`src/design/pgp_pkg.sv`:
```
package pgp_pkg;
	localparam int PGP_NPORT = 4;
	localparam logic [7:0] PGP_ADDR_PAGE = 8'hb2;
	localparam logic [7:0] PGP_ADDR_VAL0 = 8'h80;
	localparam logic [7:0] PGP_ADDR_DIR0 = 8'h86;
	localparam logic [7:0] PGP_ADDR_VAL1 = 8'h90;
	localparam logic [7:0] PGP_ADDR_DIR1 = 8'h91;
	localparam logic [7:0] PGP_ADDR_VAL2 = 8'ha0;
	localparam logic [7:0] PGP_ADDR_DIR2 = 8'ha1;
	localparam logic [7:0] PGP_ADDR_VAL3 = 8'hb0;
	localparam logic [7:0] PGP_ADDR_DIR3 = 8'hb1;
	localparam logic [7:0] PGP_MASK0 = 8'h3f;
	localparam logic [7:0] PGP_MASK1 = 8'he3;
	localparam logic [7:0] PGP_MASK2 = 8'hff;
	localparam logic [7:0] PGP_MASK3 = 8'hff;
	localparam int PGP_OP_HI = 7;
	localparam int PGP_OP_LO = 6;
	localparam int PGP_SLOT_HI = 5;
	localparam int PGP_SLOT_LO = 4;
	localparam int PGP_PAGE_HI = 2;
	localparam int PGP_PAGE_LO = 0;
	localparam logic [1:0] PGP_OP_SAVE = 2'h2;
	localparam logic [1:0] PGP_OP_RESTORE = 2'h3;
	localparam logic [2:0] PGP_PAGE_PORTS = 3'h0;
	localparam logic [7:0] PGP_RESET_BYTE = 8'h00;
	localparam logic [2:0] PGP_RESET_PAGE = 3'h0;
	localparam logic [1:0] PGP_RESET_SLOT = 2'h0;
endpackage

```
`src/design/pgp_port_sfr.sv`:
```
`timescale 1ns/1ps
// Behaviour
// Operation bits 7:6 write-only; 0x loads page directly
// Code 10 saves old page into slot
// Code 11 restores page from chosen slot
// Reserved bit 3 reads back zero
// Port registers decoded only with standard map
// Page register resets to zero
// Direction drives pin; data reads pin level
module pgp_port_sfr
	import pgp_pkg::*;
(
	input wire logic clk_i,
	input wire logic rst_i,
	input wire logic [7:0] sfr_addr_i,
	input wire logic sfr_wr_i,
	input wire logic sfr_rd_i,
	input wire logic [7:0] sfr_wdata_i,
	input wire logic register_map_select_i,
	output logic [7:0] sfr_rdata_o,
	output logic sfr_rvalid_o,
	input wire logic [31:0] pin_in_i,
	output logic [31:0] pin_out_o,
	output logic [31:0] pin_oe_o
);
	typedef struct packed {
		logic [2:0] page;
		logic [1:0] slot;
		logic [3:0][2:0] store;
		logic [3:0][7:0] value;
		logic [3:0][7:0] dir;
		logic [31:0] sync1;
		logic [31:0] sync2;
		logic [7:0] rdata;
		logic rvalid;
	} pgp_state_t;

	pgp_state_t s_q;
	pgp_state_t s_d;

	// Returns {hit, is_direction, port index}
	function automatic logic [3:0] pgp_decode(input logic [7:0] addr);
		logic [3:0] r;
		r = 4'h0;
		if (addr == PGP_ADDR_VAL0) begin
			r = 4'h8;
		end else if (addr == PGP_ADDR_DIR0) begin
			r = 4'hc;
		end else if (addr == PGP_ADDR_VAL1) begin
			r = 4'h9;
		end else if (addr == PGP_ADDR_DIR1) begin
			r = 4'hd;
		end else if (addr == PGP_ADDR_VAL2) begin
			r = 4'ha;
		end else if (addr == PGP_ADDR_DIR2) begin
			r = 4'he;
		end else if (addr == PGP_ADDR_VAL3) begin
			r = 4'hb;
		end else if (addr == PGP_ADDR_DIR3) begin
			r = 4'hf;
		end
		return r;
	endfunction

	function automatic logic [7:0] pgp_mask(input logic [1:0] idx);
		logic [7:0] m;
		m = PGP_MASK3;
		if (idx == 2'h0) begin
			m = PGP_MASK0;
		end else if (idx == 2'h1) begin
			m = PGP_MASK1;
		end else if (idx == 2'h2) begin
			m = PGP_MASK2;
		end
		return m;
	endfunction

	logic [3:0] dec;
	logic dec_hit;
	logic dec_dir;
	logic [1:0] dec_idx;

	logic std_map;
	logic page_sel;
	logic ports_page;
	logic port_hit;

	logic [1:0] op;
	logic [1:0] wslot;
	logic [2:0] wpage;
	logic page_wr;
	logic page_rd;
	logic op_save;
	logic port_wr;
	logic port_rd;

	logic [3:0] val_wr;
	logic [3:0] dir_wr;
	logic [3:0] val_rd;
	logic [3:0] dir_rd;
	logic [3:0][7:0] port_mask;
	logic [3:0][7:0] pin_level;
	logic [7:0] page_rdata;

	// True for the page register in the standard map
	function automatic logic pgp_is_page(
		input logic [7:0] addr,
		input logic map_sel
	);
		logic hit;
		hit = 1'b0;
		// standard map only
		if (!map_sel && (addr == PGP_ADDR_PAGE)) begin
			hit = 1'b1;
		end
		return hit;
	endfunction

	// True while the port bank is selected
	function automatic logic pgp_page_ok(
		input logic [2:0] page
	);
		logic ok;
		ok = (page == PGP_PAGE_PORTS);
		return ok;
	endfunction

	// True when a decoded port index names port idx
	function automatic logic pgp_sel(
		input logic [1:0] got,
		input logic [1:0] idx
	);
		logic s;
		s = (got == idx);
		return s;
	endfunction

	// Keeps only the implemented bits of a port byte
	function automatic logic [7:0] pgp_masked(
		input logic [7:0] data,
		input logic [7:0] keep
	);
		logic [7:0] r;
		r = data & keep;
		return r;
	endfunction

	// Read-back byte of the page register
	function automatic logic [7:0] pgp_page_byte(
		input logic [1:0] slot,
		input logic [2:0] page
	);
		logic [7:0] b;
		// operation field reads zero
		// reserved bit zero
		b = PGP_RESET_BYTE;
		b[PGP_SLOT_HI:PGP_SLOT_LO] = slot;
		b[PGP_PAGE_HI:PGP_PAGE_LO] = page;
		return b;
	endfunction

	// Page value after one write of the page register
	function automatic logic [2:0] pgp_next_page(
		input logic [1:0] op_code,
		input logic [2:0] new_page,
		input logic [2:0] stored_page
	);
		logic [2:0] p;
		p = new_page;
		if (op_code == PGP_OP_RESTORE) begin
			// restore from slot
			p = stored_page;
		end else if (op_code == PGP_OP_SAVE) begin
			// new page taken
			p = new_page;
		end else begin
			// direct page load
			p = new_page;
		end
		return p;
	endfunction

	// Slot number after one write of the page register
	function automatic logic [1:0] pgp_next_slot(
		input logic [1:0] op_code,
		input logic [1:0] cur_slot,
		input logic [1:0] new_slot
	);
		logic [1:0] n;
		n = cur_slot;
		// slot ignored when manual
		if (op_code[1]) begin
			n = new_slot;
		end
		return n;
	endfunction

	// Byte returned by a port register read
	function automatic logic [7:0] pgp_port_byte(
		input logic is_dir,
		input logic [7:0] dir,
		input logic [7:0] level
	);
		logic [7:0] r;
		r = level;
		if (is_dir) begin
			r = dir;
		end
		return r;
	endfunction

	assign dec = pgp_decode(sfr_addr_i);
	assign dec_hit = dec[3];
	assign dec_dir = dec[2];
	assign dec_idx = dec[1:0];

	assign std_map = ~register_map_select_i;
	assign page_sel = pgp_is_page(sfr_addr_i, register_map_select_i);
	assign ports_page = pgp_page_ok(s_q.page);
	// ports only in standard map
	assign port_hit = std_map && dec_hit && ports_page;

	assign op = sfr_wdata_i[PGP_OP_HI:PGP_OP_LO];
	assign wslot = sfr_wdata_i[PGP_SLOT_HI:PGP_SLOT_LO];
	assign wpage = sfr_wdata_i[PGP_PAGE_HI:PGP_PAGE_LO];
	assign page_wr = sfr_wr_i && page_sel;
	assign page_rd = sfr_rd_i && page_sel;
	assign op_save = page_wr && (op == PGP_OP_SAVE);
	assign port_wr = sfr_wr_i && port_hit;
	assign port_rd = sfr_rd_i && port_hit;
	assign page_rdata = pgp_page_byte(s_q.slot, s_q.page);

	// Per-port strobes, masks and pin levels
	for (genvar g = 0; g < PGP_NPORT; g++) begin : g_port
		assign port_mask[g] = pgp_mask(2'(g));
		assign val_wr[g] = port_wr && !dec_dir && pgp_sel(dec_idx, 2'(g));
		assign dir_wr[g] = port_wr && dec_dir && pgp_sel(dec_idx, 2'(g));
		assign val_rd[g] = port_rd && !dec_dir && pgp_sel(dec_idx, 2'(g));
		assign dir_rd[g] = port_rd && dec_dir && pgp_sel(dec_idx, 2'(g));
		// pin level masked
		assign pin_level[g] = pgp_masked(s_q.sync2[g * 8 +: 8], port_mask[g]);
	end

	always_comb begin
		s_d = s_q;
		s_d.sync1 = pin_in_i;
		s_d.sync2 = s_q.sync1;
		s_d.rvalid = sfr_rd_i;
		s_d.rdata = PGP_RESET_BYTE;

		if (page_wr) begin
			s_d.page = pgp_next_page(op, wpage, s_q.store[wslot]);
			s_d.slot = pgp_next_slot(op, s_q.slot, wslot);
		end

		if (op_save) begin
			// save old page
			s_d.store[wslot] = s_q.page;
		end

		// masked register writes
		for (int i = 0; i < PGP_NPORT; i++) begin
			if (val_wr[i]) begin
				s_d.value[i] = pgp_masked(sfr_wdata_i, port_mask[i]);
			end
			if (dir_wr[i]) begin
				s_d.dir[i] = pgp_masked(sfr_wdata_i, port_mask[i]);
			end
		end

		if (page_rd) begin
			s_d.rdata = page_rdata;
		end

		for (int i = 0; i < PGP_NPORT; i++) begin
			if (val_rd[i] || dir_rd[i]) begin
				// data read gives pin level, direction read gives register
				s_d.rdata = pgp_port_byte(dir_rd[i], s_q.dir[i], pin_level[i]);
			end
		end
	end

	always_ff @(posedge clk_i) begin
		if (rst_i) begin
			// page register zero
			s_q.page <= PGP_RESET_PAGE;
			s_q.slot <= PGP_RESET_SLOT;
			for (int i = 0; i < PGP_NPORT; i++) begin
				s_q.store[i] <= PGP_RESET_PAGE;
				s_q.value[i] <= PGP_RESET_BYTE;
				s_q.dir[i] <= PGP_RESET_BYTE;
			end
			s_q.sync1 <= '0;
			s_q.sync2 <= '0;
			s_q.rdata <= PGP_RESET_BYTE;
			s_q.rvalid <= 1'b0;
		end else begin
			s_q <= s_d;
		end
	end


	assign sfr_rdata_o = s_q.rdata;
	assign sfr_rvalid_o = s_q.rvalid;
	// direction enables drive
	assign pin_out_o = s_q.value;
	assign pin_oe_o = s_q.dir;
endmodule

```
`config.mk`:
```
export PLATFORM = sky130hd
export DESIGN_NAME = pgp_port_sfr
export DESIGN_NICKNAME = d
export VERILOG_FILES = /design/src/design/pgp_pkg.sv /design/src/design/pgp_port_sfr.sv
export SDC_FILE = /design/constraint.sdc
export NUM_CORES = 1
export LEC_CHECK = 0
export ABC_AREA = 1
export ABC_CLOCK_PERIOD_IN_PS = 5070
export BUFFER_PORTS_ARGS = -buffer_cell sky130_fd_sc_hd__buf_4
export CAP_MARGIN = 10
export CORE_UTILIZATION = 55
export DETAILED_ROUTE_END_ITERATION = 10
export PLACE_DENSITY = 0.81
export SKIP_CTS_REPAIR_TIMING = 1
export SYNTH_ARGS = -nofsm -noshare
export SYNTH_HDL_FRONTEND = slang
export SYNTH_SLANG_ARGS = --single-unit
```
`constraint.sdc`:
```
create_clock -name clk_i -period 5.07 [get_ports clk_i]
set_clock_uncertainty 0.1 [all_clocks]
set_input_delay 1.014 -clock clk_i [delete_from_list [all_inputs] [get_ports clk_i]]
set_output_delay 1.014 -clock clk_i [all_outputs]
set_load 0.1 [all_outputs]
```
==> results.yml <==
logic_synthesis:
  netlist_area_sq_mm: 0.00572
  synthAdderAreaFrac: 0
  yosys_warnings: 0
  synthTopCellsByArea: "dfxtp_1, nor2_1, buf_4"
  async_flop_share: 0
  synth_top_family_by_area: "simple AND/OR/NAND/NOR gates"
  synth.most_common_cell: "nor2_1"
  synthMuxAreaShare: 0
  yosysTopAreaCell: "dfxtp_1"
  syn_area_per_cell_sq_um: 7.26
  synth_xor_area_frac: 0
  synth-edff-count: 0
  synth_compound_area_frac: 0.0967
  synth_top_area_frac: 0.469
  ys_ff_latch: 134
  synth_cell_type_count: 26
  ys_top_cells_by_count: "nor2_1, dfxtp_1, nand2_1"
  synthFlopType: "dfxtp_1"
  synthSimpleGateAreaFrac: 0.256
  ys_seq_area_frac: 0.469
  synthCells: 788
routing:
  wl_met3_um: 1020
  routedWlPerCell_um: 13.8
  remaining_drc_errors: 0
  final_antenna_net_count: 0
  m1WireLength_um: 5850
  wl_met2_um: 6370
  highest_layer: "met4"
  drt_wl_total_um: 13500
  vias: 4817
  vias_per_cell: 4.93
  drtPass1Iterations: 5
  drt_iter0_drc: 374
final_layout:
  final_layout_size_suffix_gt1_frac: 0.209
  regArea_sq_mm: 0.00268
  multi_input_area_sq_mm: 0.00205
  diodes: 0
  fill_cells: 840
  layout.cells.non_filler: 978
  final_nets: 885
  fin_util: 0.681
  area_growth_pct: 17.9
clock_tree:
  clk_pin_slew_ns: 0.06
  root_buffer: "clkbuf_8"
  cts_buffer_depth: 2
  htreeDepth: 4
  numCtsBuffers: 17
  cts_tree: "built"
  clock-sinks: 134
  clk_latency_ns: 0.52
flow_run:
  max-cap-violations: 0
timing:
  tightest_slew_ns: 1.04
  slew_headroom: 0.309
  fin_crit_sh: 0.540
  period_needed_ns: 2.74
  slew_viol_final: 0
  setup_violations: 0
  rsz0062_at_grt: "no"
  fin_ws_ns: 2.33
  tns_ns: 0
  hold_viol_final: 0
  fmax_mhz: 365
status:
  status: "completed"
pwr:
  power_leakage_nw: 3.18
  p_per_area_mw_per_mm2: 375
  vdd_ir_drop_max_v: 0.000227
  power_mw: 2.53
placement:
  dp_cells: 946
  portBuffers: 110
  dp.final_hpwl_um: 9490
  place_ws_ns: 1.91
  place.gp.congestion: 0.851
min_path:
  min-delay-start: "s_d[31]"
  holdCritPathClass: "register to register"
critical_path:
  critPathKind: "input pin to register"
  crit_path_end_kind: "register"
  cp-start-kind: "input pin"
  crit_start: "sfr_addr_i[6]"
  arrival_ns: 3.04
  timing.rr.start: "page_rdata[0]"
  crit_path_max_fanout: 29
  cp.required_ns: 5.37
die:
  ios: 126
  core_area_sq_mm: 0.00991
  start_util: 0.577
  fp.dieArea_sq_mm: 0.0108
  fp-row-count: 36
  die_w_um: 104
  die_y_um: 104
global_route:
  grt_pass1_vias: 4589
  grt_pass1_wl_um: 22200
  grt-ovfl-total: 0
  grt_max_degree: 61
  grt_use_total: 0.258
  grt_antenna_before_repair: 0
[layout by cell type, fill, tap and decap left out]
cell	netlist	layout
a21oi_1	21	21
a221oi_1	1	1
a22oi_1	1	1
a31oi_1	4	4
buf_4	74	112
bufinv_16	0	3
clkbuf_16	0	16
clkbuf_8	0	3
clkinv_4	0	1
conb_1	1	10
dfxtp_1	134	134
inv_1	88	88
inv_2	12	12
inv_6	0	7
inv_8	0	2
nand2_1	108	108
nand2_2	5	5
nand3_1	19	19
nand3_2	3	3
nand3_4	1	1
nand3b_1	1	1
nand4_1	5	5
nor2_1	196	196
nor2_2	7	7
nor2_4	4	4
nor4_4	1	1
o211ai_1	2	2
o21ai_0	77	77
o22ai_1	1	1
[flip-flops by register name, indices dropped and copies added, names as in the netlist]
signal and flops:
s_q 12, page_rdata 5, pin_oe_o 27, sfr_rdata_o 8, sfr_rvalid_o 1, pin_out_o 27
pin_level 27, s_d 27
[final cells by class]
cell class | count | area share
Sequential cell | 134 | 0.398
Multi-Input combinational cell | 467 | 0.305
Timing Repair Buffer | 112 | 0.125
Clock buffer | 19 | 0.0655
Inverter | 100 | 0.0557
Clock inverter | 13 | 0.0271
Tap cell | 133 | 0.0247
[worst paths after layout]
kind | endpoint | slack [ns] | cells past startpoint
worst min-delay path | pin_level[22] | 0.30 | 2
worst max register to register | sfr_rdata_o[4] | 2.98 | 6
worst min register to register | pin_level[22] | 0.30 | 2
worst max-delay path | pin_oe_o[8] | 2.33 | 12
[power breakdown]
| part | internal (mW) | switching, mW |
|---|---|---|
| registers | 1.07 | 0.00588 |
| logic | 0.0463 | 0.106 |
| clock network | 0.795 | 0.503 |
| total | 1.92 | 0.616 |
[routing by layer]
layer / GRT usage / vias up
met5: 0 / -
met4: 0.102 / 0
met1: 0.336 / 2169
met3: 0.0501 / 23
met2: 0.422 / 200
li1: - / 2425
[kinds of logic (layout without fill, tap and decap cells)]
| kind of cell | after synthesis | count (layout) |
|---|---|---|
| flip-flops | 134 | 134 |
| other | 1 | 10 |
| buffers and inverters | 196 | 244 |
| AO/OA/AOI/OAI | 107 | 107 |
| AND/OR/NAND/NOR | 350 | 350 |
[stage by stage]
| step | instance area, sq um | hold slack (ns) |
|---|---|---|
| floorplan | 5750 | 0.288 |
| global placement | 6120 | 0.294 |
| detailed placement | 6120 | 0.294 |
| CTS | 6740 | 0.302 |
| global route | 6740 | 0.317 |
| finish | 6740 | 0.299 |
[worst max-delay path, cell delays in order]
cell	delay (ns)
buf_4	0.10
inv_1	0.10
nand2_1	0.09
nor2_1	0.12
nand4_1	0.19
nand2_1	0.12
buf_4	0.32
inv_2	0.26
nor2_4	0.22
nand2_1	0.17
o21ai_0	0.25
nor2_1	0.07
Note: power is estimated with default switching activity, not from simulation.
